--- src/pwr_seq_cfg.svh ---
// Offsets, field positions, reset values and timing for the power state sequencer
`ifndef PWR_SEQ_CFG_SVH
`define PWR_SEQ_CFG_SVH

`define OFS_AWAKE_CFG      8'h18
`define OFS_SLEEP_ONE_CFG  8'h1c
`define OFS_SLEEP_TWO_CFG  8'h20
`define OFS_SEQ_CTRL       8'h40
`define OFS_SEQ_STATUS     8'h44

`define DWELL_HI           20
`define DWELL_LO           16
`define STATE_HI           18
`define STATE_LO           16
`define BIT_CLK_GATE       14
`define BIT_ANA_PFM        9
`define BIT_CORE_PFM       8
`define BIT_IO_EN          5
`define BIT_PLL_EN         4
`define BIT_ANA_EN         1
`define BIT_CORE_EN        0
`define BIT_SLEEP_REQ      0

`define MASK_AWAKE_WR      32'h0000_4331
`define MASK_SLEEP_WR      32'h001f_4331
`define MASK_ANA_EN        32'h0000_0002

`define RST_AWAKE_CFG      32'h0000_0033
`define RST_SLEEP_ONE_CFG  32'h0010_0022
`define RST_SLEEP_TWO_CFG  32'h0010_0002
`define ASLEEP_CFG         32'h0000_0002
`define WAKE_ONE_CFG       32'h0010_0020
`define WAKE_TWO_CFG       32'h0010_0033

`define WAKE_DWELL_LOG2    5'h10
`define DWELL_CNT_W        32

`endif

--- src/pwr_seq_pkg.sv ---
// Types shared by the power state sequencer
package pwr_seq_pkg;

	typedef enum logic [7:0] {
		st_reset     = 8'h01,
		st_asleep    = 8'h02,
		st_wake_one  = 8'h04,
		st_wake_two  = 8'h08,
		st_awake_wt  = 8'h10,
		st_awake     = 8'h20,
		st_sleep_one = 8'h40,
		st_sleep_two = 8'h80
	} state_t;

	typedef struct packed {
		logic clk_gate;
		logic ana_pfm;
		logic core_pfm;
		logic io_en;
		logic pll_en;
		logic ana_en;
		logic core_en;
	} supply_cfg_t;

	typedef struct packed {
		logic       io_good;
		logic       pll_good;
		logic       ana_good;
		logic       core_good;
	} supply_good_t;

	typedef struct packed {
		logic       valid;
		logic       write;
		logic [7:0] addr;
	} ahb_phase_t;

endpackage : pwr_seq_pkg

--- src/dwell_timer.sv ---
// Log2 dwell counter for the timed sequencer states
`timescale 1ns/1ps
`include "pwr_seq_cfg.svh"

module dwell_timer (
	input  wire logic       clk_i,
	input  wire logic       rst_i,
	input  wire logic       load_i,
	input  wire logic [4:0] log2_i,
	output logic            done_o
);

	logic [`DWELL_CNT_W-1:0] cnt_ff;
	logic [`DWELL_CNT_W-1:0] lim_ff;
	logic [`DWELL_CNT_W-1:0] nxt_lim;

	assign nxt_lim = (32'h1 << log2_i) - 32'h1;
	assign done_o  = (cnt_ff == lim_ff);

	always_ff @(posedge clk_i) begin
		if (rst_i) begin
			cnt_ff <= 32'h0;
			lim_ff <= 32'h0;
		end else if (load_i) begin
			cnt_ff <= 32'h0;
			lim_ff <= nxt_lim;
		end else if (!done_o) begin
			cnt_ff <= cnt_ff + 32'h1;
		end
	end

	a_load_limit: assert property (@(posedge clk_i) disable iff (rst_i)
		load_i |=> cnt_ff == 32'h0 && lim_ff == (32'h1 << $past(log2_i)) - 32'h1)
		else $error("dwell limit not loaded as power of two");

	a_count_step: assert property (@(posedge clk_i) disable iff (rst_i)
		!load_i && !done_o |=> cnt_ff == $past(cnt_ff) + 32'h1)
		else $error("dwell counter did not advance");

endmodule : dwell_timer

--- src/pwr_seq_ctrl.sv ---
// Power state sequencer with per-state supply configuration over AHB-Lite
// Notes on behaviour
// - In the awake state the supply, modulation and clock gate outputs follow the awake register.
// - Each sleep-entry state lasts the dwell time held in its own register before moving on.
// - The dwell field in bits 20:16 gives 2^n clock cycles, resets to 16, n up to 31.
// - Bit 14 of the active state's register stops the processor clock while that state lasts.
// - Bit 9 picks PWM (0) or PFM (1) for the analogue-supply converter.
// - Bit 8 picks PWM (0) or PFM (1) for the core-supply converter.
// - Bit 5 enables the IO supply, resetting to 1 in awake and sleep one and 0 in sleep two.
// - Bit 4 enables the PLL supply regulator, resetting to 1 in awake and 0 in both sleep states.
// - Bit 1 is read-only and reads 1 in all three registers, so the analogue converter stays on except in wake one, whose fixed setting clears it.
// - Bit 0 enables the core-supply converter, resetting to 1 in awake and 0 in both sleep states.
// - The sequencer state reads as a three-bit code, 0 reset up to 7 sleep two.
// - A waking state ends only after its dwell and once every enabled supply is good.
//
// The implementer's own choice: the AHB-Lite interface to the registers.
`timescale 1ns/1ps
`include "pwr_seq_cfg.svh"

module pwr_seq_ctrl #(
	parameter logic [4:0] WAKE_LOG2 = `WAKE_DWELL_LOG2
) (
	input  wire logic                       clk_i,
	input  wire logic                       rst_i,
	input  wire logic                       hsel,
	input  wire logic [31:0]                haddr,
	input  wire logic [1:0]                 htrans,
	input  wire logic                       hwrite,
	input  wire logic [2:0]                 hsize,
	input  wire logic [31:0]                hwdata,
	input  wire logic                       hready,
	output logic      [31:0]                hrdata,
	output logic                            hreadyout,
	output logic                            hresp,
	input  wire logic                       wake_i,
	input  wire pwr_seq_pkg::supply_good_t  pgood_i,
	output pwr_seq_pkg::supply_cfg_t        supply_o,
	output logic      [2:0]                 state_o
);

	// Register write: keep writable bits, force read-only ones
	function automatic logic [31:0] cfg_write(input logic [31:0] wdata,
	                                          input logic [31:0] mask);
		cfg_write = (wdata & mask) | `MASK_ANA_EN;
	endfunction : cfg_write

	function automatic pwr_seq_pkg::supply_cfg_t cfg_to_supply(input logic [31:0] word);
		pwr_seq_pkg::supply_cfg_t s;
		s.clk_gate = word[`BIT_CLK_GATE];
		s.ana_pfm  = word[`BIT_ANA_PFM];
		s.core_pfm = word[`BIT_CORE_PFM];
		s.io_en    = word[`BIT_IO_EN];
		s.pll_en   = word[`BIT_PLL_EN];
		s.ana_en   = word[`BIT_ANA_EN];
		s.core_en  = word[`BIT_CORE_EN];
		cfg_to_supply = s;
	endfunction : cfg_to_supply

	function automatic logic [2:0] state_code(input pwr_seq_pkg::state_t st);
		case (st)
			pwr_seq_pkg::st_reset:     state_code = 3'h0;
			pwr_seq_pkg::st_asleep:    state_code = 3'h1;
			pwr_seq_pkg::st_wake_one:  state_code = 3'h2;
			pwr_seq_pkg::st_wake_two:  state_code = 3'h3;
			pwr_seq_pkg::st_awake_wt:  state_code = 3'h4;
			pwr_seq_pkg::st_awake:     state_code = 3'h5;
			pwr_seq_pkg::st_sleep_one: state_code = 3'h6;
			default:                   state_code = 3'h7;
		endcase
	endfunction : state_code

	// Bus and register state
	pwr_seq_pkg::ahb_phase_t   dphase_ff;
	logic [31:0]               awake_ff;
	logic [31:0]               sleep_one_ff;
	logic [31:0]               sleep_two_ff;
	logic                      sleep_req_ff;
	logic [31:0]               hrdata_ff;
	pwr_seq_pkg::state_t       state_ff;
	pwr_seq_pkg::supply_cfg_t  supply_ff;

	pwr_seq_pkg::ahb_phase_t   nxt_dphase;
	logic [31:0]               nxt_awake;
	logic [31:0]               nxt_sleep_one;
	logic [31:0]               nxt_sleep_two;
	logic                      nxt_sleep_req;
	logic [31:0]               nxt_hrdata;
	pwr_seq_pkg::state_t       nxt_state;
	logic [31:0]               active_cfg;
	logic [4:0]                nxt_log2;

	// Address phase capture
	wire        addr_take   = hsel && htrans[1] && hready;
	assign nxt_dphase.valid = addr_take;
	assign nxt_dphase.write = hwrite;
	assign nxt_dphase.addr  = haddr[7:0];

	// Data-phase write decode
	wire wr_act       = dphase_ff.valid && dphase_ff.write;
	wire wr_awake     = wr_act && (dphase_ff.addr == `OFS_AWAKE_CFG);
	wire wr_sleep_one = wr_act && (dphase_ff.addr == `OFS_SLEEP_ONE_CFG);
	wire wr_sleep_two = wr_act && (dphase_ff.addr == `OFS_SLEEP_TWO_CFG);
	wire wr_ctrl      = wr_act && (dphase_ff.addr == `OFS_SEQ_CTRL);

	assign nxt_awake     = wr_awake ? cfg_write(hwdata, `MASK_AWAKE_WR) : awake_ff;
	assign nxt_sleep_one = wr_sleep_one ? cfg_write(hwdata, `MASK_SLEEP_WR) : sleep_one_ff;
	assign nxt_sleep_two = wr_sleep_two ? cfg_write(hwdata, `MASK_SLEEP_WR) : sleep_two_ff;

	// Request taken on leaving awake; a new write of one wins over that clear
	wire sleep_taken     = (state_ff == pwr_seq_pkg::st_awake) && sleep_req_ff;
	assign nxt_sleep_req = wr_ctrl ? hwdata[`BIT_SLEEP_REQ] : (sleep_req_ff && !sleep_taken);

	// Read decode from next values so a read right after a write sees it
	wire [31:0] status_word = {13'h0, state_code(state_ff), 1'h0,
	                           supply_ff.clk_gate, 4'h0,
	                           supply_ff.ana_pfm, supply_ff.core_pfm, 2'h0,
	                           supply_ff.io_en, supply_ff.pll_en, 2'h0,
	                           supply_ff.ana_en, supply_ff.core_en};
	wire [7:0]  rd_addr     = haddr[7:0];
	wire        rd_take     = addr_take && !hwrite;
	always_comb begin
		if (!rd_take)
			nxt_hrdata = 32'h0;
		else if (rd_addr == `OFS_AWAKE_CFG)
			nxt_hrdata = nxt_awake;
		else if (rd_addr == `OFS_SLEEP_ONE_CFG)
			nxt_hrdata = nxt_sleep_one;
		else if (rd_addr == `OFS_SLEEP_TWO_CFG)
			nxt_hrdata = nxt_sleep_two;
		else if (rd_addr == `OFS_SEQ_CTRL)
			nxt_hrdata = {31'h0, nxt_sleep_req};
		else if (rd_addr == `OFS_SEQ_STATUS)
			nxt_hrdata = status_word;
		else
			nxt_hrdata = 32'h0;
	end

	assign hrdata    = hrdata_ff;
	assign hreadyout = 1'b1;
	assign hresp     = 1'b0;

	// Every enabled supply reports good
	wire all_good = (pgood_i.io_good   || !supply_ff.io_en)
	             && (pgood_i.pll_good  || !supply_ff.pll_en)
	             && (pgood_i.ana_good  || !supply_ff.ana_en)
	             && (pgood_i.core_good || !supply_ff.core_en);

	logic dwell_done;

	// Sequencer
	always_comb begin
		nxt_state = state_ff;
		case (state_ff)
			pwr_seq_pkg::st_reset:
				nxt_state = pwr_seq_pkg::st_wake_one;
			pwr_seq_pkg::st_asleep:
				if (wake_i) begin
					nxt_state = pwr_seq_pkg::st_wake_one;
				end
			pwr_seq_pkg::st_wake_one:
				if (dwell_done && all_good) begin
					nxt_state = pwr_seq_pkg::st_wake_two;
				end
			pwr_seq_pkg::st_wake_two:
				if (dwell_done && all_good) begin
					nxt_state = pwr_seq_pkg::st_awake_wt;
				end
			pwr_seq_pkg::st_awake_wt:
				if (all_good) begin
					nxt_state = pwr_seq_pkg::st_awake;
				end
			pwr_seq_pkg::st_awake:
				if (sleep_req_ff) begin
					nxt_state = pwr_seq_pkg::st_sleep_one;
				end
			pwr_seq_pkg::st_sleep_one:
				if (dwell_done) begin
					nxt_state = pwr_seq_pkg::st_sleep_two;
				end
			pwr_seq_pkg::st_sleep_two:
				if (dwell_done) begin
					nxt_state = pwr_seq_pkg::st_asleep;
				end
			default:
				nxt_state = pwr_seq_pkg::st_reset;
		endcase
	end

	// Dwell of the state being entered
	always_comb begin
		case (nxt_state)
			pwr_seq_pkg::st_sleep_one: nxt_log2 = sleep_one_ff[`DWELL_HI:`DWELL_LO];
			pwr_seq_pkg::st_sleep_two: nxt_log2 = sleep_two_ff[`DWELL_HI:`DWELL_LO];
			pwr_seq_pkg::st_wake_one:  nxt_log2 = WAKE_LOG2;
			pwr_seq_pkg::st_wake_two:  nxt_log2 = WAKE_LOG2;
			default:                   nxt_log2 = 5'h0;
		endcase
	end

	wire state_change = (nxt_state != state_ff);

	dwell_timer u_dwell (
		.clk_i  (clk_i),
		.rst_i  (rst_i),
		.load_i (state_change),
		.log2_i (nxt_log2),
		.done_o (dwell_done)
	);

	// Configuration of the state now active
	always_comb begin
		case (state_ff)
			pwr_seq_pkg::st_wake_one:  active_cfg = `WAKE_ONE_CFG;
			pwr_seq_pkg::st_wake_two:  active_cfg = `WAKE_TWO_CFG;
			pwr_seq_pkg::st_awake_wt:  active_cfg = awake_ff;
			pwr_seq_pkg::st_awake:     active_cfg = awake_ff;
			pwr_seq_pkg::st_sleep_one: active_cfg = sleep_one_ff;
			pwr_seq_pkg::st_sleep_two: active_cfg = sleep_two_ff;
			default:                   active_cfg = `ASLEEP_CFG;
		endcase
	end

	assign supply_o = supply_ff;
	assign state_o  = state_code(state_ff);

	always_ff @(posedge clk_i) begin
		if (rst_i) begin
			dphase_ff    <= '0;
			awake_ff     <= `RST_AWAKE_CFG;
			sleep_one_ff <= `RST_SLEEP_ONE_CFG;
			sleep_two_ff <= `RST_SLEEP_TWO_CFG;
			sleep_req_ff <= 1'b0;
			hrdata_ff    <= 32'h0;
			state_ff     <= pwr_seq_pkg::st_reset;
			supply_ff    <= cfg_to_supply(`ASLEEP_CFG);
		end else begin
			dphase_ff    <= nxt_dphase;
			awake_ff     <= nxt_awake;
			sleep_one_ff <= nxt_sleep_one;
			sleep_two_ff <= nxt_sleep_two;
			sleep_req_ff <= nxt_sleep_req;
			hrdata_ff    <= nxt_hrdata;
			state_ff     <= nxt_state;
			supply_ff    <= cfg_to_supply(active_cfg);
		end
	end

	a_awake_drive: assert property (@(posedge clk_i) disable iff (rst_i)
		state_ff == pwr_seq_pkg::st_awake |=> supply_ff == cfg_to_supply($past(awake_ff)))
		else $error("awake outputs differ from awake register");

	a_sleep_hold: assert property (@(posedge clk_i) disable iff (rst_i)
		state_ff == pwr_seq_pkg::st_sleep_one && !dwell_done
		|=> state_ff == pwr_seq_pkg::st_sleep_one)
		else $error("sleep one left before its dwell");

	a_sleep_two_hold: assert property (@(posedge clk_i) disable iff (rst_i)
		state_ff == pwr_seq_pkg::st_sleep_two && !dwell_done
		|=> state_ff == pwr_seq_pkg::st_sleep_two)
		else $error("sleep two left before its dwell");

	a_dwell_two: assert property (@(posedge clk_i) disable iff (rst_i)
		state_ff == pwr_seq_pkg::st_awake && sleep_req_ff
		&& sleep_one_ff[`DWELL_HI:`DWELL_LO] == 5'h1
		|=> state_ff == pwr_seq_pkg::st_sleep_one [*2]
		##1 state_ff == pwr_seq_pkg::st_sleep_two)
		else $error("dwell of one did not last two cycles");

	a_gate_follow: assert property (@(posedge clk_i) disable iff (rst_i)
		state_ff == pwr_seq_pkg::st_sleep_two
		|=> supply_ff.clk_gate == $past(sleep_two_ff[`BIT_CLK_GATE]))
		else $error("clock gate does not follow sleep two register");

	a_mod_select: assert property (@(posedge clk_i) disable iff (rst_i)
		state_ff == pwr_seq_pkg::st_sleep_one
		|=> supply_ff.ana_pfm == $past(sleep_one_ff[`BIT_ANA_PFM])
		&& supply_ff.core_pfm == $past(sleep_one_ff[`BIT_CORE_PFM]))
		else $error("modulation select mismatch");

	a_reset_vals: assert property (@(posedge clk_i)
		rst_i |=> awake_ff == `RST_AWAKE_CFG && sleep_one_ff == `RST_SLEEP_ONE_CFG
		&& sleep_two_ff == `RST_SLEEP_TWO_CFG
		&& supply_ff == cfg_to_supply(`ASLEEP_CFG))
		else $error("state register reset value wrong");

	a_ana_ro: assert property (@(posedge clk_i) disable iff (rst_i)
		awake_ff[`BIT_ANA_EN] && sleep_one_ff[`BIT_ANA_EN] && sleep_two_ff[`BIT_ANA_EN])
		else $error("analogue converter enable cleared");

	a_state_code: assert property (@(posedge clk_i) disable iff (rst_i)
		state_ff == pwr_seq_pkg::st_sleep_two |-> state_o == 3'h7)
		else $error("state code wrong");

	a_wake_good: assert property (@(posedge clk_i) disable iff (rst_i)
		state_ff == pwr_seq_pkg::st_wake_one && !all_good
		|=> state_ff == pwr_seq_pkg::st_wake_one)
		else $error("waking advanced with a supply not good");

	a_wake_two_good: assert property (@(posedge clk_i) disable iff (rst_i)
		state_ff == pwr_seq_pkg::st_wake_two && !(dwell_done && all_good)
		|=> state_ff == pwr_seq_pkg::st_wake_two)
		else $error("second waking step left too early");

	a_reserved_zero: assert property (@(posedge clk_i) disable iff (rst_i)
		(awake_ff & ~(`MASK_AWAKE_WR | `MASK_ANA_EN)) == 32'h0
		&& (sleep_one_ff & ~(`MASK_SLEEP_WR | `MASK_ANA_EN)) == 32'h0
		&& (sleep_two_ff & ~(`MASK_SLEEP_WR | `MASK_ANA_EN)) == 32'h0)
		else $error("reserved bit set in state register");

endmodule : pwr_seq_ctrl

--- config.mk ---
export PLATFORM = sky130hd
export DESIGN_NAME = pwr_seq_ctrl
export DESIGN_NICKNAME = d
export VERILOG_FILES = /design/src/pwr_seq_pkg.sv /design/src/dwell_timer.sv /design/src/pwr_seq_ctrl.sv
export VERILOG_INCLUDE_DIRS = /design/src
export SDC_FILE = /design/constraint.sdc
export NUM_CORES = 1
export LEC_CHECK = 0
export ABC_CLOCK_PERIOD_IN_PS = 5300
export BUFFER_PORTS_ARGS = -buffer_cell sky130_fd_sc_hd__buf_2
export CORE_MARGIN = 5
export CORE_UTILIZATION = 50
export DETAILED_ROUTE_END_ITERATION = 6
export HOLD_SLACK_MARGIN = 0.1
export MAX_ROUTING_LAYER = met4
export PLACE_DENSITY = 0.71
export SETUP_SLACK_MARGIN = 0.1
export SYNTH_ARGS = -nofsm -noshare
export SYNTH_HDL_FRONTEND = slang
export SYNTH_SLANG_ARGS = --single-unit
export TNS_END_PERCENT = 5
--- constraint.sdc ---
create_clock -name clk_i -period 5.3 [get_ports clk_i]
set_clock_uncertainty 0.15 [all_clocks]
set_input_delay 0 -clock clk_i [delete_from_list [all_inputs] [get_ports clk_i]]
set_output_delay 0 -clock clk_i [all_outputs]
set_load 0.1 [all_outputs]
Yosys cells after proc, flatten, opt, wreduce, memory -nomap -nowiden
Index checks and enable logic that the tools add are counted.
- bits in registers: 218
- input port bits: 79
- output and inout bits: 44
- add/subtract/negate cells: 2
- eq/ne operators: 23
- shift operators: 1
- mux-type cells: 20
- bitwise gates (word level): 1
- reduce and logical (&&, ||, !) cells: 28
- operators with widths (operator ; count):
    $mux W32 ; 6
    $pmux W15 S5 ; 1
    $pmux W8 S8 ; 1
    $mux W8 ; 7
    $eq A8 B5 Y1 const B ; 5
    $eq A8 B7 Y1 const B ; 5
    $mux W19 ; 2
    $add A32 B1 Y32 const B ; 1
    $eq A32 B32 Y1 ; 1
    $shl A1 B5 Y32 const A ; 1
    $sub A32 B1 Y32 const B ; 1
    $eq A8 B6 Y1 const B ; 3
    $pmux W3 S7 ; 1
    $eq A8 B3 Y1 const B ; 2
    $eq A8 B4 Y1 const B ; 2
    $eq A8 B8 Y1 const B ; 2
    $pmux W5 S3 ; 1
    $logic_and A1 B1 Y1 ; 14
    $eq A8 B1 Y1 const B ; 1
    $eq A8 B2 Y1 const B ; 1
    $ne A8 B8 Y1 ; 1
    $reduce_or A2 Y1 ; 4
    $logic_not A1 Y1 ; 6
    $logic_or A1 B1 Y1 ; 4
    2 further kinds ; 2

Longest topological paths before layout
Gate-level depths: netlist of the first run.
- depth in word-level cells: 13
- depth in mapped cells: 17
- depth with buffers taken out: 14

Cells and area by module
A second synthesis of the first run with hierarchy kept.
- cell total of the unflattened synthesis: 1006
- area, all modules: 9307.7 µm²
- by module, submodules not included (module ; instances ; cells an instance ; area each (µm²) ; seq. area each (µm²)):
    pwr_seq_ctrl ; 1 ; 577 ; 5788.1 ; 3083.0
    dwell_timer ; 1 ; 429 ; 3519.6 ; 1281.2

Least setup slack after synthesis of the first run
OpenSTA, ideal clock, no wires.
- path type: register to register
- from: reg supply_ff (netlist bit supply_o[0])
- to: reg u_dwell.lim_ff[10]
- setup time: 0.091 ns
- arrival time: 3.798 ns
- data required time: 5.059 ns
- slack: 1.261 ns
- cell stages (with the launch flop): 14
- buffers on the path: 1
- cell sequence: dfxtp_1 inv_1 o2111ai_1 inv_1 and4_1 o221ai_1 o2111a_1 clkbuf_1 nand3_1 ha_1 o31ai_4 a21oi_4 or4b_1 a311oi_1
- longest elaborated chain between the ends: 11
- elaborated cells between the ends (all ways): 17
- RTL lines (what ; RTL line ; source):
    start, declared ; pwr_seq_ctrl.sv:80 ; pwr_seq_pkg::supply_cfg_t supply_ff;
    start signal, assigned ; pwr_seq_ctrl.sv:235 ; supply_ff <= cfg_to_supply(`ASLEEP_CFG);
    start signal, assigned ; pwr_seq_ctrl.sv:244 ; supply_ff <= cfg_to_supply(active_cfg);
    $logic_not A1 Y1 (*) ; pwr_seq_ctrl.sv:146 ; && (pgood_i.core_good || !supply_ff.core_en);
    $logic_or A1 B1 Y1 (*) ; pwr_seq_ctrl.sv:146 ;
    $logic_and A1 B1 Y1 (*) ; pwr_seq_ctrl.sv:146 ;
    $logic_and A1 B1 Y1 ; pwr_seq_ctrl.sv:161, pwr_seq_ctrl.sv:165 ;
    $mux W8 (on tied branches) ; pwr_seq_ctrl.sv:165, pwr_seq_ctrl.sv:161 ;
    $pmux W8 S8 (*) ; pwr_seq_ctrl.sv:153 ; case (state_ff)
    $eq A8 B4 Y1 or $eq A8 B3 Y1 (tied branches) ; pwr_seq_ctrl.sv:191 ; case (nxt_state)
    $reduce_or A2 Y1 (no line) ; n/a ;
    $pmux W5 S3 ; pwr_seq_ctrl.sv:191 ;
    $shl A1 B5 Y32 ; dwell_timer.sv:17 ; assign nxt_lim = (32'h1 << log2_i) - 32'h1;
    $sub A32 B1 Y32 ; dwell_timer.sv:17 ;
    end signal, assigned ; dwell_timer.sv:26 ; lim_ff <= nxt_lim;
    end, declared ; dwell_timer.sv:14 ; logic [`DWELL_CNT_W-1:0] lim_ff;
Mark *: on every way between the ends. The rest lies on a longest branch, timed or not.
A chain may end at the register's enable or synchronous reset.

Final worst setup path of the first run
Ends and elaborated chain as after synthesis.

==> results of run 1 <==
through the flow:
stage                     utilization  power, mW
final                           0.591       3.99
after global routing            0.591       4.15
after CTS                       0.591       4.03
after detailed placement        0.530       2.35
after global placement          0.530       2.35
after floorplan                     -       2.22
worst min path at each step:
stage / from / end / slack (ps) / cells after the start
finish: pgood_i[2] / state_ff[2]$_SDFF_PP0_ / 140 / 6
global route: htrans[1] / dphase_ff[9]$_SDFF_PP0_ / 160 / 4
CTS: pgood_i[2] / state_ff[2]$_SDFF_PP0_ / 130 / 6
detailed placement: hwrite / dphase_ff[8]$_SDFF_PP0_ / 90 / 2
global placement: hwrite / dphase_ff[8]$_SDFF_PP0_ / 80 / 2
floorplan: haddr[0] / dphase_ff[0]$_SDFF_PP0_ / -20 / 1
report_power, final:
group / total (mW) / leakage [nW] / internal [mW] / switching, mW
combinational: 0.585 / 2.24 / 0.205 / 0.380
clock: 1.66 / 0.387 / 0.993 / 0.662
sequential: 1.75 / 1.76 / 1.70 / 0.0533
total: 3.99 / 4.39 / 2.90 / 1.10
worst max-delay path, delay by kind of cell, from the launching register on:
kind                     cells  cell delay, ps
buffers and inverters        3             780
AO/OA/AOI/OAI                6            1940
flip-flops                   1             360
adder cells (fa/ha/maj)      1             290
AND/OR/NAND/NOR              3             890
flip-flops by register name (all words and copies together), names as in the netlist:
register        flops
u_dwell.cnt_ff     32
sleep_one_ff       32
supply_o            7
hrdata             32
state_ff            8
awake_ff           32
dphase_ff          10
sleep_two_ff       32
sleep_req_ff        1
u_dwell.lim_ff     32
logic make-up (layout without fill, tap and decap cells):
group	count (synthesis)	count (layout)	synth area share
multiplexers	32	32	0.0343
AO/OA/AOI/OAI	203	203	0.158
flip-flops	218	218	0.467
AND/OR/NAND/NOR	443	443	0.245
other	2	2	0.000803
buffers and inverters	78	174	0.0343
XOR/XNOR	62	62	0.0581
adder cells (fa/ha/maj)	2	2	0.00268
cell usage in the layout, fill, tap and decap left out, types with 13 or more instances in the layout:
master,n
dfxtp_1,218
nor2_1,152
buf_2,71
and2_1,70
nand2_1,67
xor2_1,51
a21oi_1,51
o21ai_0,34
dlygate4sd3_1,34
mux2i_1,32
nand3_1,24
a222oi_1,24
clkbuf_16,23
nand2b_1,18
nor3_1,17
nor2b_1,15
buf_4,14
inv_1,13
a211oi_1,13
timing repair:
action                                  4_1_cts  5_1_grt
endpoints found under the setup margin        0        0
gates resized for setup                       0        0
hold buffers                                 34        0
hold endpoints to repair                    124        0
per-layer routing:
metal	vias to the layer above	wire, µm
met2	302	10600
met4	0	400
met1	3725	11100
met5	-	0
met3	36	1540
li1	3838	-
layout make-up:
cell class,instances,area (µm²),area share
timing repair buffer,119,801,0.0729
clock buffer,28,624,0.0569
clock inverter,14,165,0.0150
inverter,13,48.8,0.00444
multi-input combinational,744,4680,0.426
tap,234,293,0.0267
sequential,218,4360,0.398
==> run summary, run 1 <==
CTS H-Tree Depth: 1
Syn-to-layout area delta: 17.4%
gr usage total: 0.219
worst path required time: 5550 ps
final hold viol count: 0
Pins Over Slew Limit: 0
Leak Pwr: 4.39 nW
Die H: 147 µm
nets: 1200
TritonCTS buffer count: 23
core box area: 18600 µm²
syn nets: 1121
via density per instance: 5.77
share of layout cells above drive strength 1: 0.137
TritonCTS clock tree: done
Max-Cap Viols: 0
Crit Path Max Fanout: 17
Hold WC Path Type: primary input to flip-flop
Post-CTS Setup Bufs: 0
Syn Inst Count: 1040
Die Width: 147 µm
fillers: 1619
Slew @ Worst Pin: 1220 ps
post-route cell area: 11000 µm²
Crit path largest cell delay: 670 ps
Mapped Area: 9350 µm²
Slew HR: 0.184
CTS root buffer: clkbuf_16
initial core utilization: 0.503
CP Launch Point: supply_o[0]$_SDFF_PP0_
post-synthesis sequential area ratio: 0.467
CP endpoint kind: flip-flop
placed insts: 1294
Placed Area: 9850 µm²
total iterations of the first detailed-routing run: 5
ranking of synthesized cells by area: dfxtp_1 (47%), nor2_1 (6.1%), xor2_1 (4.8%)
met3 GRT Util: 0.0327
outcome: complete, no violations
drt wl/cell: 17.2 µm
Ports: 123
syn_area_per_cell: 8.99 µm²
most frequent cells after synthesis: dfxtp_1 (218), nor2_1 (153), and2_1 (70)
largest net degree at the start of global routing: 64
vias in the first global route: 7593
Worst Setup EP: u_dwell.lim_ff[10]$_SDFFE_PP0P_
drt first-iter violations: 631
Critical R2R Launch: supply_o[0]$_SDFF_PP0_
register-to-register setup slack: 790 ps
Worst R2R End: u_dwell.lim_ff[10]$_SDFFE_PP0P_
cell accounting for the most synthesized area: dfxtp_1
final period utilization: 0.851
Setup WS pre-CTS: 975 ps
routability-driven placement congestion ratio: 0.907
RSZ-0062 raised after global routing: no
async set or reset register ratio after synthesis: 0
Synth top area share: 0.467
Antenna Nets Post-Route: 0
GRT overflow: 0
TritonCTS Sinks: 218
worst vdd ir: 0.257 mV
ys flop type: dfxtp_1
reg2reg path depth: 13
count leader, synth: dfxtp_1
Post-synth EDFFs: 0
post-route setup TNS: 0 ps
min Tclk post-route: 4510 ps
HPWL Detailed: 15.4 mm
DR DRC count: 0
grt met2 use: 0.337
Die ar.: 21500 µm²
Yosys reg bits: 218
first-pass GRT wire length: 38.9 mm
CP Cell Sequence: inv_1 > o2111ai_1 > dlygate4sd3_1 > inv_1 > and4_1 > o221ai_1 > o2111a_1 > nand3_1 > ha_1 > o31ai_4 > a21oi_4 > or4b_1 > a311oi_1
I/O Buffers: 71
fin cells: 1370
row cnt: 50
Worst path slowest cell: o2111a_1
GRT met1 Usage: 0.307
antenna violations before repair: 0
fmax: 222 MHz
Yosys Warn Count: 0
final wirelength: 23.6 mm
Clock Tree Buf Depth: 3
Clock Latency Late Sink: 500 ps
n_diodes: 0
arrival time at the worst endpoint: 4760 ps
Setup-failing EPs final: 0
PD cells: 364 nW/µm²
CP dominant cell by count: inv_1
Clock transition at path regs: 60 ps
count of cell types in the netlist: 78
final hold slack: 145 ps
total number of vias: 7901
busiest grt layer: met2
crit path launch type: flip-flop
setup ws final: 791 ps
CP Class: flip-flop to flip-flop
Power figures use the tool's default switching activity.
==> inputs of run 2 (changes only) <==
--- a/config.mk
+++ b/config.mk
@@ -6,6 +6,7 @@
 export SDC_FILE = /design/constraint.sdc
 export NUM_CORES = 1
 export LEC_CHECK = 0
+export ABC_AREA = 1
 export ABC_CLOCK_PERIOD_IN_PS = 5300
 export BUFFER_PORTS_ARGS = -buffer_cell sky130_fd_sc_hd__buf_2
 export CORE_MARGIN = 5
@@ -13,7 +14,7 @@
 export DETAILED_ROUTE_END_ITERATION = 6
 export HOLD_SLACK_MARGIN = 0.1
 export MAX_ROUTING_LAYER = met4
-export PLACE_DENSITY = 0.71
+export PLACE_DENSITY = 0.7
 export SETUP_SLACK_MARGIN = 0.1
 export SYNTH_ARGS = -nofsm -noshare
 export SYNTH_HDL_FRONTEND = slang
==> run 2 against run 1 <==
Against the previous run: the run now ends with design-rule violations left; sequential share of layout area decreased by 3.7 points; clock-buffer cell count grew 1; setup slack improved by 360 ps; final cell count grew 34%; synthesized cell count increased by 40%; hold slack got worse by 33 ps; combinational power shrank 19%; total power decreased by 6.4%; via count increased by 21%; critical path type unchanged.
==> run summary, run 2 <==
commonest non-fill, non-tap cell in the layout: nand2_1
most frequent cells after synthesis: nand2_1 (335), nor2_1 (227), dfxtp_1 (218)
antenna violations before repair: 0 (unchanged)
syn nets: 1541 (+37%)
row cnt: 52 (+4.0%)
Syn-to-layout area delta: 16.1%
total iterations of the first detailed-routing run: 7 (+2)
total number of vias: 9593 (+21%)
post-synthesis sequential area ratio: 0.419 (-0.0483)
HPWL Detailed: 18.1 mm (+18%)
Ports: 123 (unchanged)
Yosys reg bits: 218 (unchanged)
Antenna Nets Post-Route: 0 (unchanged)
Synth top area share: 0.419 (-0.0483)
Mapped Area: 10400 µm² (+12%)
count of cell types in the netlist: 55 (-29%)
CTS root buffer: clkbuf_16
routability-driven placement congestion ratio: 0.910 (+0.35%)
hold path startpoint: pgood_i[0]
nets: 1632 (+36%)
cts hold-fix bufs: 44 (+29%)
mux contribution to synthesized area: 0.00576 (-0.0285)
Post-synth EDFFs: 0 (unchanged)
Die Width: 154 µm (+5.2%)
Clock Latency Late Sink: 530 ps (+30 ps)
Hold Path End: state_ff[4]$_SDFF_PP0_
post-route setup TNS: 0 ps (unchanged)
fillers: 1870 (+16%)
placed insts: 1752 (+35%)
WHS Path Cells: 7 (+1)
arrival time at the worst endpoint: 4420 ps (-340 ps)
Clock Tree Buf Depth: 3 (unchanged)
Pins Over Slew Limit: 0 (unchanged)
commonest non-fill, non-tap cells in the layout: nand2_1 (335), nor2_1 (227), dfxtp_1 (218), inv_1 (164), a21oi_1 (83)
internal power: 2.70 mW (-7.0%)
reg2reg path depth: 23 (+10)
Clock transition at path regs: 60 ps (about the same)
PnR Total Power: 3.74 mW (-6.4%)
GRT overflow: 0 (unchanged)
Seq pwr share: 0.460 (+0.021)
drt wl/cell: 14.4 µm (-16%)
RSZ-0062 raised after global routing: no
PD cells: 309 nW/µm² (-15%)
drt first-iter violations: 638 (+1.1%)
Crit Path Max Fanout: 5 (-12)
Die ar.: 23800 µm² (+11%)
Synth Area in Simple Gates: 0.341 (+0.0954)
Net Switching: 1.04 mW (-4.8%)
Leak Pwr: 5.58 nW (+27%)
Die H: 154 µm (+5.2%)
largest family of logic cells by synthesized area: simple AND/OR/NAND/NOR gates
post-route cell area: 12100 µm² (+10%)
CP endpoint kind: flip-flop
crit path launch type: flip-flop
ranking of synthesized cells by area: dfxtp_1 (42%), nand2_1 (12%), nor2_1 (8.2%)
Switching Fraction: 0.279 (+0.00470)
n_diodes: 0 (unchanged)
fin util: 0.595 (+0.00371)
final hold slack: 112 ps (-32.7 ps)
Clk pwr share: 0.414 (about the same)
via density per instance: 5.22 (-9.5%)
Syn Inst Count: 1460 (+40%)
Hold WC Path Type: primary input to flip-flop
count leader, synth: nand2_1
Setup WS pre-CTS: 1420 ps (+441 ps)
Max-Cap Viols: 0 (unchanged)
Worst R2R End: u_dwell.lim_ff[20]$_SDFFE_PP0P_
core box area: 20400 µm² (+9.6%)
TritonCTS Sinks: 218 (unchanged)
final hold viol count: 0 (unchanged)
Setup-failing EPs final: 0 (unchanged)
setup ws final: 1150 ps (+361 ps)
Critical R2R Launch: supply_o[3]$_SDFF_PP0_
fmax: 241 MHz (+8.7%)
I/O Buffers: 71 (unchanged)
register-to-register setup slack: 1150 ps (+360 ps)
Slew HR: 0.352 (+0.167)
outcome: finished, violations left
Post-CTS Setup Bufs: 0 (unchanged)
TritonCTS buffer count: 23 (unchanged)
Yosys Warn Count: 0 (unchanged)
TritonCTS clock tree: done
first-pass GRT wire length: 45.2 mm (+16%)
gr usage total: 0.230 (+0.0105)
Placed Area: 10900 µm² (+11%)
DR DRC count: 2 (+2)
ys flop type: dfxtp_1
initial core utilization: 0.512 (+0.00888)
PostCTS Resize Cnt: 0 (unchanged)
async set or reset register ratio after synthesis: 0 (unchanged)
worst vdd ir: 0.318 mV (+24%)
area occupied by multi-input gates: 5080 µm² (+8.6%)
worst path required time: 5570 ps (+20 ps)
CTS H-Tree Depth: 1 (unchanged)
Reg area: 4360 µm² (unchanged)
Synth Area in XOR/XNOR: 0.0226 (-0.0355)
failing checks: design-rule violations
Slew @ Worst Pin: 972 ps (-249 ps)
final period utilization: 0.783 (-0.0682)
final wirelength: 26.5 mm (+12%)
Synth Area in Compound Gates: 0.114 (-0.0433)
share of layout cells above drive strength 1: 0.149 (+0.0119)
syn_area_per_cell: 7.14 µm² (-21%)
CP Class: flip-flop to flip-flop
fin cells: 1838 (+34%)
vias in the first global route: 9219 (+21%)
Gate power share: 0.127 (-0.020)
Adder-Cell Fraction of Synth Area: 0.00240 (-0.000277)
cell accounting for the most synthesized area: dfxtp_1
min Tclk post-route: 4150 ps (-361 ps)
largest net degree at the start of global routing: 85 (+33%)
## run 2: how the worst max path moves through the flow
| stage | cells after the start | end | slack (ps) | startpoint |
|---|---|---|---|---|
| detailed placement | 21 | u_dwell.lim_ff[22]$_SDFFE_PP0P_ | 1420 | u_dwell.cnt_ff[15]$_SDFFE_PP0N_ |
| global route | 17 | u_dwell.cnt_ff[26]$_SDFFE_PP0N_ | 790 | supply_o[3]$_SDFF_PP0_ |
| global placement | 21 | u_dwell.lim_ff[22]$_SDFFE_PP0P_ | 1480 | u_dwell.cnt_ff[15]$_SDFFE_PP0N_ |
| floorplan | 12 | hrdata[17]$_SDFF_PP0_ | 370 | state_ff[6]$_SDFF_PP0_ |
| finish | 23 | u_dwell.lim_ff[20]$_SDFFE_PP0P_ | 1150 | supply_o[3]$_SDFF_PP0_ |
| CTS | 23 | u_dwell.lim_ff[20]$_SDFFE_PP0P_ | 1210 | supply_o[3]$_SDFF_PP0_ |
## run 2: power by group through the flow
stage                     clock, mW  sequential (mW)  combinational (mW)
after global routing           1.65             1.72               0.529
after detailed placement          0             1.76               0.441
after floorplan                   0             1.75               0.350
after global placement            0             1.75               0.438
after CTS                      1.57             1.72               0.470
final                          1.55             1.72               0.474
## run 2: cell families (layout without fill, tap and decap cells)
kind of cell / count (synthesis) / in the layout
multiplexers: 6 / 6
AO/OA/AOI/OAI: 195 / 195
adder cells (fa/ha/maj): 2 / 2
flip-flops: 218 / 218
buffers and inverters: 248 / 356
other: 2 / 2
AND/OR/NAND/NOR: 763 / 763
XOR/XNOR: 26 / 26
## run 2: critical path, cell delays in order, from the launching register on
cell           delay, ps
dfxtp_1              330
inv_1                 60
o22ai_1               70
dlygate4sd3_1        590
nor2_1               170
dlygate4sd3_1        610
nor2_1                70
inv_1                 90
nand3_1               80
o21ai_1              350
o21ai_0              150
inv_1                 70
nor3_1                40
o2111ai_1            100
ha_1                 230
nand3_2              110
inv_2                140
nand2_4               90
nor2_2               180
nand2_1               70
nand2_1               60
nand3_1               90
nand2_1               80
inv_1                 40
## run 2: per-layer routing
layer	global-route usage	vias to the layer above	wire length (µm)
li1	-	4864	-
met1	0.313	4400	12400
met2	0.355	272	11800
met3	0.0344	57	1600
met4	0.0711	0	696
met5	-	-	0
## run 2: area by class of cell
type	count	area share
Multi-Input combinational cell	994	0.420
Sequential cell	218	0.360
Timing Repair Buffer	127	0.0734
Inverter	187	0.0582
Clock buffer	29	0.0519
Tap cell	270	0.0279
Clock inverter	13	0.00827
==> inputs of run 3 (changes only) <==
--- a/config.mk
+++ b/config.mk
@@ -7,7 +7,7 @@
 export NUM_CORES = 1
 export LEC_CHECK = 0
 export ABC_AREA = 1
-export ABC_CLOCK_PERIOD_IN_PS = 5300
+export ABC_CLOCK_PERIOD_IN_PS = 3930
 export BUFFER_PORTS_ARGS = -buffer_cell sky130_fd_sc_hd__buf_2
 export CORE_MARGIN = 5
 export CORE_UTILIZATION = 50
==> constraint.sdc (replaced) <==
create_clock -name clk_i -period 3.93 [get_ports clk_i]
set_clock_uncertainty 0.15 [all_clocks]
set_input_delay 0 -clock clk_i [delete_from_list [all_inputs] [get_ports clk_i]]
set_output_delay 0 -clock clk_i [all_outputs]
set_load 0.1 [all_outputs]
==> run 3 against run 2 <==
Against the previous run: the run now ends clean; first-iteration DRC count up 4.9%; design area is 1.8% higher; critical path depth is the same; sequential share of layout area fell by 0.62 points; non-clock buffer count rose by 9; setup slack worse by 740 ps; via count grew 0.44%; final cell count increased by 0.44%; sequential cell count unchanged; critical path type unchanged.
==> run summary, run 3 (synthesized netlist as in run 2, its figures left out) <==
Clock Latency Late Sink: 530 ps (about the same)
Clock Tree Buf Depth: 3 (unchanged)
Pins Over Slew Limit: 0 (unchanged)
first-pass GRT wire length: 45.0 mm (-0.41%)
CP Class: flip-flop to flip-flop
Clock transition at path regs: 60 ps (about the same)
final wirelength: 27.3 mm (+2.9%)
share of layout cells above drive strength 1: 0.161 (+0.0113)
row cnt: 52 (unchanged)
Leak Pwr: 5.68 nW (+1.6%)
RSZ-0062 raised after global routing: yes
Die ar.: 23800 µm² (unchanged)
fmax: 285 MHz (+18%)
Max-Cap Viols: 0 (unchanged)
post-route setup TNS: 0 ps (unchanged)
TritonCTS buffer count: 24 (+4.3%)
TritonCTS Sinks: 218 (unchanged)
CP endpoint kind: flip-flop
CTS root buffer: clkbuf_16
Syn-to-layout area delta: 18.2%
largest net degree at the start of global routing: 108 (+27%)
fin util: 0.605 (+0.0109)
I/O Buffers: 71 (unchanged)
worst vdd ir: 0.382 mV (+20%)
final hold viol count: 0 (unchanged)
drt wl/cell: 14.8 µm (+2.5%)
fin cells: 1846 (+0.44%)
vias in the first global route: 9074 (-1.6%)
min Tclk post-route: 3510 ps (-633 ps)
Ports: 123 (unchanged)
Crit Path Max Fanout: 6 (+1)
initial core utilization: 0.512 (unchanged)
GRT overflow: 0 (unchanged)
PD cells: 429 nW/µm² (+39%)
gr usage total: 0.231 (+0.00125)
Setup-failing EPs final: 0 (unchanged)
total iterations of the first detailed-routing run: 5 (-2)
Die H: 154 µm (unchanged)
final period utilization: 0.894 (+0.112)
placed insts: 1761 (+0.51%)
worst path required time: 4200 ps (-1370 ps)
CTS H-Tree Depth: 1 (unchanged)
arrival time at the worst endpoint: 3790 ps (-630 ps)
Hold WC Path Type: primary input to flip-flop
Placed Area: 11000 µm² (+0.72%)
total number of vias: 9635 (+0.44%)
commonest non-fill, non-tap cell in the layout: nand2_1
via density per instance: 5.22 (about the same)
outcome: complete, no violations
Slew HR: 0.234 (-0.117)
antenna violations before repair: 0 (unchanged)
DR DRC count: 0 (-2)
drt first-iter violations: 669 (+4.9%)
crit path launch type: flip-flop
routability-driven placement congestion ratio: 0.918 (+0.88%)
Antenna Nets Post-Route: 0 (unchanged)
n_diodes: 0 (unchanged)
Slew @ Worst Pin: 1150 ps (+177 ps)
Die Width: 154 µm (unchanged)
HPWL Detailed: 18.6 mm (+2.6%)
final hold slack: 143 ps (+31.2 ps)
commonest non-fill, non-tap cells in the layout: nand2_1 (333), nor2_1 (225), dfxtp_1 (215), inv_1 (164), a21oi_1 (83)
nets: 1642 (+0.61%)
post-route cell area: 12300 µm² (+1.8%)
TritonCTS clock tree: done
core box area: 20400 µm² (unchanged)
## run 3: cell types whose count changed in the layout (fill, tap and decap cells not counted), moves of 3 or more
cell / previous run / this run
dfxtp_2: 0 / 3
buf_4: 13 / 22
bufinv_16: 0 / 3
clkinv_4: 3 / 0
dfxtp_1: 218 / 215
## run 3: worst paths after layout
| path | from | slack (ps) | cells after the start | end |
|---|---|---|---|---|
| max | u_dwell.cnt_ff[2]$_SDFFE_PP0N_ | 420 | 23 | u_dwell.lim_ff[20]$_SDFFE_PP0P_ |
| min | hwdata[4] | 140 | 4 | awake_ff[4]$_SDFF_PP1_ |
| max reg2reg | u_dwell.cnt_ff[2]$_SDFFE_PP0N_ | 420 | 23 | u_dwell.lim_ff[20]$_SDFFE_PP0P_ |
| min reg2reg | awake_ff[27]$_SDFF_PP0_ | 300 | 2 | awake_ff[27]$_SDFF_PP0_ |
## run 3: through the flow
step,worst slack (ps),total power [mW]
after global routing,103,5.50
final,415,5.29
after detailed placement,146,2.97
after CTS,169,5.31
after floorplan,484,2.83
after global placement,250,2.96
## run 3: repair_timing
item                                   CTS  global route
endpoints found under the hold margin   96             0
gates resized for setup                  1            12
setup endpoints to repair                3            39
buffers inserted                         0             0
pin swaps                                0             1
hold buffers                            44             0
gates cloned                             0             0
## run 3: cell type report
cell class / count / area (µm²)
Tap cell: 270 / 338
Clock inverter: 10 / 156
Multi-Input combinational cell: 994 / 5140
Inverter: 187 / 704
Sequential cell: 218 / 4370
Clock buffer: 31 / 667
Timing Repair Buffer: 136 / 956
Fill cell: 1855 / 8040
## run 3: power by group
part	switching, mW	internal (mW)
clock	0.922	1.40
combinational	0.427	0.221
sequential	0.0527	2.27
## run 3: worst max-delay path, cell delays in order (launching register included)
cell and delay, ps:
dfxtp_1 360, xnor2_1 270, nand2_1 80, nor2_1 100, nand2_1 70, nor2_2 190, nand3_4 160, a211oi_4 280
nand3_1 160, o21ai_4 210, o21ai_0 120, inv_1 60, nor3_1 40, o2111ai_1 90, ha_2 240, nand3_2 100
inv_2 130, nand2_4 80, nor2_2 170, nand2_1 70, nand2_1 60, nand3_1 90, nand2_1 90, inv_1 40
## run 3: metal layers
metal	track usage	wire length, µm	vias up
li1	-	-	4868
met1	0.312	12600	4422
met2	0.367	12500	284
met3	0.0296	1610	61
met4	0.0648	698	0
met5	-	0	-
